`config.mk`:
```
export PLATFORM = sky130hd
export DESIGN_NAME = slc_seg_guard
export DESIGN_NICKNAME = d
export VERILOG_FILES = /design/src/hdl/slc_pkg.sv /design/src/hdl/slc_seg_guard.sv
export SDC_FILE = /design/constraint.sdc
export NUM_CORES = 1
export LEC_CHECK = 0
export ABC_AREA = 1
export BUFFER_PORTS_ARGS = -buffer_cell sky130_fd_sc_hd__buf_2
export CAP_MARGIN = 0
export CELL_PAD_IN_SITES_DETAIL_PLACEMENT = 0
export CELL_PAD_IN_SITES_GLOBAL_PLACEMENT = 1
export CORE_MARGIN = 2
export CORE_UTILIZATION = 10
export DETAILED_ROUTE_END_ITERATION = 8
export PLACE_DENSITY_LB_ADDON = 0.1
export SYNTH_ARGS = -nofsm -noshare
export SYNTH_HDL_FRONTEND = slang
export SYNTH_SLANG_ARGS = --single-unit
export TNS_END_PERCENT = 5
```
`constraint.sdc`:
```
create_clock -name vclk -period 1.3
set_input_delay 0.065 -clock vclk [all_inputs]
set_output_delay 0.065 -clock vclk [all_outputs]
set_load 0.1 [all_outputs]
```
`src/hdl/slc_pkg.sv`:
```
// Purpose: constants shared by the stack limit checker
// Assumes: 16-bit data addresses, byte addressed, word stack
// Notes: segment bounds are plain defaults
package slc_pkg;
    localparam int          SLC_AW           = 16;
    localparam int          SLC_PCW          = 23;
    localparam logic [15:0] SLC_SP_RESET     = 16'h0800;
    localparam logic [15:0] SLC_UNDER_BOUND  = 16'h0800;
    localparam logic [15:0] SLC_WORD_STEP    = 16'h0002;
    localparam int          SLC_PC_MSB_W     = 7;
    localparam logic [15:0] SLC_BRAM_LO      = 16'h0800;
    localparam logic [15:0] SLC_BRAM_HI      = 16'h08FF;
    localparam logic [15:0] SLC_SRAM_LO      = 16'h0900;
    localparam logic [15:0] SLC_SRAM_HI      = 16'h09FF;
    localparam logic [22:0] SLC_BFLASH_LO    = 23'h000200;
    localparam logic [22:0] SLC_BFLASH_HI    = 23'h0003FF;
    localparam logic [22:0] SLC_SFLASH_LO    = 23'h000400;
    localparam logic [22:0] SLC_SFLASH_HI    = 23'h0007FF;

    typedef enum logic [1:0] {
        SLC_OP_NONE = 2'b00,
        SLC_OP_PUSH = 2'b01,
        SLC_OP_POP  = 2'b10,
        SLC_OP_EA   = 2'b11
    } slc_op_e;

    typedef enum logic [1:0] {
        SLC_PUSH_DATA = 2'b00,
        SLC_PUSH_CALL = 2'b01,
        SLC_PUSH_EXC  = 2'b10
    } slc_push_e;
endpackage : slc_pkg

```
`src/hdl/slc_seg_guard.sv`:
```
// Purpose: secure RAM segment guard
// Assumes: code address is the executing program counter
// Notes: pure combinational decode
module slc_seg_guard (
    input  wire logic [15:0] data_addr,
    input  wire logic [22:0] code_addr,
    input  wire logic        boot_prot_en,
    input  wire logic        sec_prot_en,
    output logic             deny
);
    wire in_boot_ram  = (data_addr >= slc_pkg::SLC_BRAM_LO) && (data_addr <= slc_pkg::SLC_BRAM_HI);
    wire in_sec_ram   = (data_addr >= slc_pkg::SLC_SRAM_LO) && (data_addr <= slc_pkg::SLC_SRAM_HI);
    wire from_bflash  = (code_addr >= slc_pkg::SLC_BFLASH_LO) && (code_addr <= slc_pkg::SLC_BFLASH_HI);
    wire from_sflash  = (code_addr >= slc_pkg::SLC_SFLASH_LO) && (code_addr <= slc_pkg::SLC_SFLASH_HI);
    wire boot_deny    = boot_prot_en && in_boot_ram && !from_bflash;
    wire sec_deny     = sec_prot_en && in_sec_ram && !from_sflash;
    assign deny = boot_deny || sec_deny;
endmodule : slc_seg_guard

```
## After elaboration in Yosys (flattened, before gate mapping)

Cells that the tools add are included.

- Flip-flop bits (word level): 0
- Input port bits: 41

- Order comparisons: 8
- Reduce and logical (&&, ||, !) cells: 11

Operators with widths:

| kind | count |
|---|---|
| >= comparator 16 x 12 -> 1 bit, second input constant | 2 |
| less-or-equal comparator 16 x 12 -> 1 bit, second input constant | 2 |
| >= comparator 23 x 10 -> 1 bit, second input constant | 1 |
| >= comparator 23 x 11 -> 1 bit, second input constant | 1 |
| less-or-equal comparator 23 x 10 -> 1 bit, second input constant | 1 |
| less-or-equal comparator 23 x 11 -> 1 bit, second input constant | 1 |
| logical AND 1 bit | 8 |
| logical NOT 1 bit | 2 |
| logical OR 1 bit | 1 |

## Logic depth before layout (Yosys ltp)

Gate-level depths: netlist of the first run.

- Depth in word-level cells: 5
- Gate-level depth with buffers: 7

## Worst setup path after synthesis of the first run

OpenSTA, ideal clock, no wires.

- Path type: input-to-output
- Start: in data_addr[15]
- End: out deny
- Data arrival time: 1.058 ns
- Required time: 1.235 ns
- Slack: 0.177 ns
- Cell stages on the path: 7
- Path buffers: 0
- Cells stage by stage: inv_1 -> nand2_1 -> nor2_1 -> nand2_1 -> nor2_1 -> nand2_1 -> nand2_1

- Cells in the longest elaborated chain, start to end: 5
- Elaborated cells on any way between the ends: 11

Ends and longest elaborated chain:

| element | RTL line | RTL |
|---|---|---|
| from (decl) | slc_seg_guard.sv:5 | `input wire logic [15:0] data_addr,` |
| >= comparator 16 x 12 -> 1 bit (tied with other cells) | slc_seg_guard.sv:11 | `wire in_boot_ram = (data_addr >= slc_pkg::SLC_BRAM_LO) && (data_addr <= slc_pkg::SLC_BRAM_HI);` |
| logical AND 1 bit (on tied branches) | slc_seg_guard.sv:11, slc_seg_guard.sv:12 |  |
| logical AND 1 bit (on tied branches) (2 in a row) | slc_seg_guard.sv:15, slc_seg_guard.sv:16 |  |
| logical OR 1 bit (*) | slc_seg_guard.sv:17 | `assign deny = boot_deny \|\| sec_deny;` |
| to (decl) | slc_seg_guard.sv:9 | `output logic deny` |

Mark *: on every way between the ends. The rest lies on a longest branch, timed or not.

## Worst setup path in the final report of the first run

- Start: in code_addr[21]
- End: out deny

- Cells in the longest elaborated chain, start to end: 5
- Elaborated cells on any way between the ends: 11

Ends and longest elaborated chain:

| element | RTL line | RTL |
|---|---|---|
| from (decl) | slc_seg_guard.sv:6 | `input wire logic [22:0] code_addr,` |
| >= comparator 23 x 10 -> 1 bit (tied with other cells) | slc_seg_guard.sv:13 | `wire from_bflash = (code_addr >= slc_pkg::SLC_BFLASH_LO) && (code_addr <= slc_pkg::SLC_BFLASH_HI);` |
| logical AND 1 bit (on tied branches) | slc_seg_guard.sv:13, slc_seg_guard.sv:14 |  |
| logical NOT 1 bit (on tied branches) | slc_seg_guard.sv:15, slc_seg_guard.sv:16 |  |
| logical AND 1 bit (on tied branches) | slc_seg_guard.sv:15, slc_seg_guard.sv:16 |  |
| logical OR 1 bit (*) | slc_seg_guard.sv:17 |  |

Marks and branches as above.

==> results of run 1 <==
cells in the mapped netlist:
| master | count |
|---|---|
| nand2_1 | 11 |
| nor2_1 | 10 |
| inv_1 | 7 |
| nand3_1 | 2 |
| nor2_2 | 1 |
| nor3_2 | 1 |
cells by family (layout without fill, tap and decap cells):
family	Yosys count	count (layout)	synth area share (%)
AND/OR/NAND/NOR	25	25	80.0
buffers and inverters	7	32	20.0
where the power goes:
| group | switching (uW) | leakage, uW | internal (uW) | total [uW] |
|---|---|---|---|---|
| sequential | 0 | 0 | 0 | 0 |
| clock | 0 | 0 | 0 | 0 |
| combinational | 19.3 | 0.000184 | 31.9 | 51.2 |
| total | 19.3 | 0.000184 | 31.9 | 51.2 |
path summary, 6_finish.rpt:
path | slack [ps] | to | from | cells after the start
setup / recovery | 390 | deny | code_addr[21] | 8
hold / removal | 580 | deny | code_addr[9] | 5
layout by cell type, fill, tap and decap left out:
cell type	count
buf_2	24
nand2_1	11
nor2_1	10
inv_1	7
nand3_1	2
nor2_2	1
nor3_2	1
buf_12	1
final cells by class:
cell class,instances,area (um2)
Timing Repair Buffer,25,140
Fill cell,150,978
Tap cell,15,18.8
Multi-Input combinational cell,25,105
Inverter,7,26.3
metal layers:
layer / part of all wire [%] / vias to the layer above
met5: 0 / -
met4: 0 / 0
met3: 19 / 0
met2: 39 / 18
met1: 41 / 75
li1: - / 142
through the flow:
stage / area, um2 / utilization [%] / instances / setup WS, ps
final: 290 / 22.9 / 72 / 390
after global routing: 290 / 22.9 / 72 / 252
after CTS: 290 / 22.9 / 72 / 360
after detailed placement: 290 / 22.9 / 72 / 357
after global placement: 290 / 22.9 / 72 / 368
after floorplan: 131 / - / 32 / 177
==> reports/metrics.cfg, run 1 <==
[synth]
synth_area_per_cell_um2 = 4.11
ys_seq_area_share_pct = 0
syn_inst = 32
syn-num-nets = 73
synth_top_area_cell = nand2_1
ys_types = 6
ys_warn_count = 0
synthDominantCellAreaShare_pct = 31.4
synth_area_leaders = nand2_1 31%, nor2_1 29%, inv_1 20%, nand3_1 7.6%, nor3_2 7.6%
synth_area_um2 = 131

[grt]
use_met3_pct = 0
grt_max_degree = 3
busiest_layer = met2
met1_usage_pct = 5.84
overflow = 0
grt_use_total_pct = 5.45
first_global_vias = 214
grt_pass1_wl_um = 655
grt_use_met2_pct = 12.1
antenna_found_initial = 0

[placed_design]
portBuffers = 25
dpl.hpwl_um = 391
gp_congestion = 0.508

[power_and_ir_drop]
totalPowerFinal_uw = 51.2
power_density_nw_per_um2 = 176
p_leak_uw = 0.000184
ir_drop_v = 0.0000380

[worst_setup_path]
max_stage_delay_ps = 170
cp_common_cell = nand2_1
critPathSlowestCell = buf_12
cp-start-kind = primary input
cp_num_buf_inv = 2
cp.arrival_ps = 850
cp-end-kind = primary output
cp_top_family = simple AND/OR/NAND/NOR gates
path_class = primary input to primary output
critPathMaxFanout = 2
critPathRequiredTime_ps = 1240
cp_cell_sequence = buf_2 > nor2_1 > nand2_1 > nor2_2 > nand3_1 > nand2_1 > nand2_1 > buf_12

[routing]
drtIter0Drc = 0
via_per_inst = 3.26
routed_wl_um = 416
detail-route-antenna-nets = 0
drtPass1Iterations = 1
drc = 0
vias = 235
wl_per_cell_um = 5.78

[status]
status = completed

[final_layout]
clkbuf_count = 0
drive_gt1_share_pct = 47.4
design.seq.count = 0
layout.nets = 100
area_growth_pct = 121
n_antenna_cell = 0
seqCellArea_um2 = 0

[clock_network]
hold_buffers = 0
cts_resized = 0
post_cts_buffers = 0

[hold_path]
hold_class = primary input to primary output

[die]
io_pins = 42
dieWidth_um = 40.2
die-area_um2 = 1620
floorplan.initialDensity_pct = 10.4
die_h_um = 40.2
row_count = 13
core-area_um2 = 1270

[sta]
period_share_pct = 70.0
fin_crit_ps = 910
holdWs_ps = 582
finalSetupTns_ps = 0
finalSetupViolCount = 0
slew_headroom_pct = 92.4
fmaxAchievable_ghz = 1.10
rsz0062_at_grt = false
finalHoldViolCount = 0
slew_violations = 0
tightest_slew_ps = 114

[run]
maxCapViolCount = 0

(Power assumes the default switching activity.)
==> run 2, diff against run 1 <==
ABC_AREA = 0   (was 1)
CORE_AREA = 2 2 39 41   (was default)
CORE_MARGIN = default   (was 2)
CORE_UTILIZATION = default   (was 10)
DIE_AREA = 0 0 41 43   (was default)
clock period = 0.9 ns   (was 1.3 ns; I/O delays follow)
==> run 2 against run 1 <==
Compared with the run above: total power increased by 46%; the run now ends with negative setup slack left; global-route usage decreased by 1.4 points; synthesized cell count decreased by 63%; critical path depth decreased by 3; critical path type unchanged.
==> reports/metrics.cfg, run 2 <==
[status]
status = finished with violations  ; was completed
violations = negative setup slack

[sta]
fin_crit_ps = 1240
rsz0062_at_grt = true  ; was false
tightest_slew_ps = 243  ; was 114 ps
period_share_pct = 137
finalSetupTns_ps = -335  ; was 0 ps
worst_slack_ps = -335  ; was 390 ps
holdWs_ps = 521  ; was 582 ps
finalSetupViolCount = 1  ; was 0
slew_violations = 0  ; unchanged
finalHoldViolCount = 0  ; unchanged
slew_headroom_pct = 83.6  ; was 92.4%
fmaxAchievable_ghz = 0.809

[hold_path]
hold_class = primary input to primary output  ; unchanged

[run]
maxCapViolCount = 0  ; unchanged

[worst_setup_path]
critPathMaxFanout = 1  ; was 2
cp-end-kind = primary output  ; unchanged
cp.arrival_ps = 1190  ; was 850 ps
path_class = primary input to primary output  ; unchanged
cp-start-kind = primary input  ; unchanged
critPathRequiredTime_ps = 850  ; was 1240 ps
endpoint = deny  ; unchanged
crit_start = data_addr[14]  ; was code_addr[21]

[synth]
synth_area_leaders = nor4_1 22%, or4b_4 16%, nor4_2 14%, o211a_1 12%, nand3b_1 8.7%  ; was nand2_1 31%, nor2_1 29%, inv_1 20%, nand3_1 7.6%, nor3_2 7.6%
syn-num-nets = 53  ; was 73
ys_types = 10  ; was 6
yosysMostFrequentCell = nor4_1  ; was nand2_1
synth_top_area_cell = nor4_1  ; was nand2_1
ys_seq_area_share_pct = 0  ; unchanged
syn_inst = 12  ; was 32
synth_area_per_cell_um2 = 7.19  ; was 4.11 um2
synth_area_um2 = 86.3  ; was 131 um2
ys_warn_count = 0  ; unchanged
synthDominantCellAreaShare_pct = 21.7  ; was 31.4%

[die]
io_pins = 42  ; unchanged
die_h_um = 43  ; was 40.2 um
core-area_um2 = 1380  ; was 1270 um2
die-area_um2 = 1760  ; was 1620 um2
dieWidth_um = 41  ; was 40.2 um
floorplan.initialDensity_pct = 6.24  ; was 10.4%
row_count = 14  ; was 13

[power_and_ir_drop]
ir_drop_v = 0.0000750  ; was 0.0000380 V
p_leak_uw = 0.000129  ; was 0.000184 uW
totalPowerFinal_uw = 74.7  ; was 51.2 uW
power_density_nw_per_um2 = 278  ; was 176 nW/um2

[final_layout]
design.seq.count = 0  ; unchanged
clkbuf_count = 0  ; unchanged
n_antenna_cell = 0  ; unchanged
final_area_um2 = 269  ; was 290 um2
seqCellArea_um2 = 0  ; unchanged
area_growth_pct = 212  ; was 121%
layout.nets = 80  ; was 100
drive_gt1_share_pct = 75.7  ; was 47.4%
final_cell_mix = 23 x buf_2, 3 x nor4_1  ; was 24 x buf_2, 11 x nand2_1, 10 x nor2_1, 7 x inv_1, 2 x nand3_1
final_common_cell = buf_2  ; unchanged

[placed_design]
dp_slack_ps = -366  ; was 357 ps
post_dp_cell_area_um2 = 263  ; was 290 um2
dpl.hpwl_um = 421  ; was 391 um
portBuffers = 25  ; unchanged
gp_congestion = 0.561  ; was 0.508

[routing]
detail-route-antenna-nets = 0  ; unchanged
via_per_inst = 3.81  ; was 3.26
drtPass1Iterations = 1  ; unchanged
routed_wl_um = 407  ; was 416 um
drc = 0  ; unchanged
vias = 202  ; was 235
drtIter0Drc = 0  ; unchanged
wl_per_cell_um = 7.68  ; was 5.78 um

[clock_network]
post_cts_buffers = 0  ; unchanged

[grt]
grt_max_degree = 4  ; was 3
grt_use_total_pct = 4.10  ; was 5.45%
antenna_found_initial = 0  ; unchanged
grt_pass1_wl_um = 538  ; was 655 um
overflow = 0  ; unchanged
first_global_vias = 155  ; was 214

[run 2: changes by cell type in the layout (fill, tap and decap cells not counted), moves of 2 or more]
cell     before  now
nand3_1       2    0
nand2_1      11    1
inv_1         7    1
nor2_1       10    0
nor4_1        0    3
[run 2: report_power, final]
group	leakage [uW]	total (uW)	switching, uW	internal (uW)
logic	0.000129	74.7	27.2	47.6
clock network	0	0	0	0
registers	0	0	0	0
total	0.000129	74.7	27.2	47.6
[run 2: worst max-delay path: stages]
cell,delay [ps]
buf_6,90
or4b_4,530
nor4_4,160
o211a_4,200
buf_12,170
[run 2: logic make-up (layout without fill, tap and decap cells)]
kind of cell,Yosys count,in the layout,synth area share [%]
AOI/OAI and AO/OA,3,3,23.2
buffers and inverters,1,26,4.34
and+or+nand+nor,8,8,72.5
[run 2: how the worst min path moves through the flow]
stage | from | endpoint | slack (ps) | depth (start not counted)
finish | data_addr[13] | deny | 520 | 4
global route | data_addr[13] | deny | 530 | 4
CTS | data_addr[13] | deny | 530 | 4
detailed placement | data_addr[13] | deny | 520 | 4
global placement | data_addr[13] | deny | 520 | 4
floorplan | data_addr[13] | deny | 350 | 2
[run 2: routing by layer]
layer  track usage (%)  part of all wire (%)  wire length, um  up-vias
met5                 0                     0                0        -
met4                 0                     0                0        0
met3                 0                    16               64        0
met2              9.06                    61              249       13
met1              3.80                    23               93       87
li1                  -                     -                -      102
[run 2: what timing repair did]
action / in CTS / in global routing
hold buffers: 0 / 0
setup endpoints to repair: 1 / 1
gates resized for setup: 1 / 0
[run 2: cell type report]
type / count / area (um2)
fill: 154 / 1110
timing repair buffer: 25 / 146
multi-input combinational: 11 / 98.8
tap: 16 / 20.0
inverter: 1 / 3.75
[run 2: through the flow]
stage	cells	utilization [%]
final	53	19.4
after global placement	53	19.0
after global routing	53	19.4
after floorplan	12	-
after detailed placement	53	19.0
after CTS	53	19.4
==> run 3, diff against run 2 <==
PLACE_DENSITY_LB_ADDON = 0.08   (was 0.1)
==> run 3 against run 2 <==
Compared with the run above: the run still ends with negative setup slack left; die area did not move; first-iteration DRC count unchanged; maximum frequency grew 0.21%; global-route usage rose by 1.7 points; non-clock buffer count stayed put.
==> reports/metrics.cfg, run 3 (synthesis gave the netlist of run 2 again) <==
[final_layout]
n_antenna_cell = 0  ; unchanged
drive_gt1_share_pct = 75.7  ; unchanged
layout.nets = 80  ; unchanged
clkbuf_count = 0  ; unchanged
seqCellArea_um2 = 0  ; unchanged
utilization_pct = 19.4  ; unchanged
final_common_cell = buf_2  ; unchanged
area_growth_pct = 212  ; unchanged
design.seq.count = 0  ; unchanged
final_area_um2 = 269  ; unchanged
final_cell_mix = 23 x buf_2, 3 x nor4_1  ; unchanged

[worst_setup_path]
cp.arrival_ps = 1190  ; about the same
critPathMaxFanout = 1  ; unchanged
path_class = primary input to primary output  ; unchanged
cp_cell_sequence = buf_6 > or4b_4 > nor4_4 > o211a_4 > buf_12  ; unchanged
critPathSlowestCell = or4b_4  ; unchanged
cp-end-kind = primary output  ; unchanged
max_stage_delay_ps = 540  ; was 530 ps
critPathRequiredTime_ps = 850  ; about the same
cp-start-kind = primary input  ; unchanged
crit_start = data_addr[14]  ; unchanged

[power_and_ir_drop]
power_density_nw_per_um2 = 280  ; was 278 nW/um2
p_leak_uw = 0.000129  ; unchanged
ir_drop_v = 0.0000621  ; was 0.0000750 V

[routing]
vias = 196  ; was 202
wl_per_cell_um = 8.38  ; was 7.68 um
routed_wl_um = 444  ; was 407 um
detail-route-antenna-nets = 0  ; unchanged
drtIter0Drc = 0  ; unchanged
drtPass1Iterations = 1  ; unchanged
via_per_inst = 3.70  ; was 3.81
drc = 0  ; unchanged

[sta]
finalSetupViolCount = 1  ; unchanged
worst_slack_ps = -333  ; was -335 ps
period_share_pct = 137  ; about the same
fin_crit_ps = 1230  ; was 1240 ps
tightest_slew_ps = 244  ; was 243 ps
holdWs_ps = 524  ; was 521 ps
finalSetupTns_ps = -333  ; was -335 ps
rsz0062_at_grt = true  ; unchanged
finalHoldViolCount = 0  ; unchanged
slew_violations = 0  ; unchanged
fmaxAchievable_ghz = 0.811  ; was 0.809 GHz
slew_headroom_pct = 83.6  ; about the same

[grt]
first_global_vias = 220  ; was 155
use_met3_pct = 0  ; unchanged
antenna_found_initial = 0  ; unchanged
busiest_layer = met2  ; unchanged
grt_use_total_pct = 5.79  ; was 4.10%
grt_max_degree = 4  ; unchanged
grt_pass1_wl_um = 765  ; was 538 um
grt_use_met2_pct = 11.3  ; was 9.06%
overflow = 0  ; unchanged
met1_usage_pct = 6.96  ; was 3.80%

[die]
io_pins = 42  ; unchanged
core-area_um2 = 1380  ; unchanged
row_count = 14  ; unchanged
die-area_um2 = 1760  ; unchanged
die_h_um = 43  ; unchanged
dieWidth_um = 41  ; unchanged
floorplan.initialDensity_pct = 6.24  ; unchanged

[placed_design]
post_dp_cell_area_um2 = 263  ; unchanged
portBuffers = 25  ; unchanged
dp_slack_ps = -357  ; was -366 ps
dpl.hpwl_um = 433  ; was 421 um
gp_congestion = 0.516  ; was 0.561

[status]
violations = negative setup slack  ; unchanged
status = finished with violations  ; unchanged

[clock_network]
post_cts_buffers = 0  ; unchanged
hold_buffers = 0  ; unchanged

[run]
maxCapViolCount = 0  ; unchanged

[hold_path]
hold_class = primary input to primary output  ; unchanged
min_from = data_addr[10]  ; was data_addr[13]

-- run 3: cell counts in the layout (fill, tap and decap cells not counted) --
No cell type changed its count.
-- run 3: area by class of cell --
class / count / area [um2]
fill: 160 / 1110
inverter: 1 / 3.75
multi-input combinational: 11 / 98.8
tap: 16 / 20.0
timing repair buffer: 25 / 146
-- run 3: path summary, 6_finish.rpt --
path | endpoint | cells past startpoint
setup / recovery | deny | 5
hold / removal | deny | 4
-- run 3: worst max-delay path: cells and delay by family --
kind                   cells  cell delay (ps)
AOI/OAI and AO/OA          1              200
buffers and inverters      2              250
and+or+nand+nor            2              690
-- run 3: what timing repair did --
item	4_1_cts	5_1_grt
setup endpoints to repair	1	1
gates resized for setup	1	0
gates cloned	0	0
-- run 3: per-layer routing --
metal	part of all wire, %	routed length, um	up-vias
li1	-	-	102
met1	29	127	82
met2	61	272	12
met3	9.9	44	0
met4	0	0	0
met5	0	0	-
-- run 3: power breakdown --
group          switching (uW)  internal, uW  leakage [uW]
combinational            27.7          47.6      0.000129
sequential                  0             0             0
clock                       0             0             0
-- run 3: per-stage QoR --
step / total power, uW / instances
2_1_floorplan: 15.4 / 12
3_3_place_gp: 71.7 / 53
3_5_place_dp: 73.6 / 53
4_1_cts: 76.4 / 53
5_1_grt: 83.9 / 53
6_report: 75.3 / 53
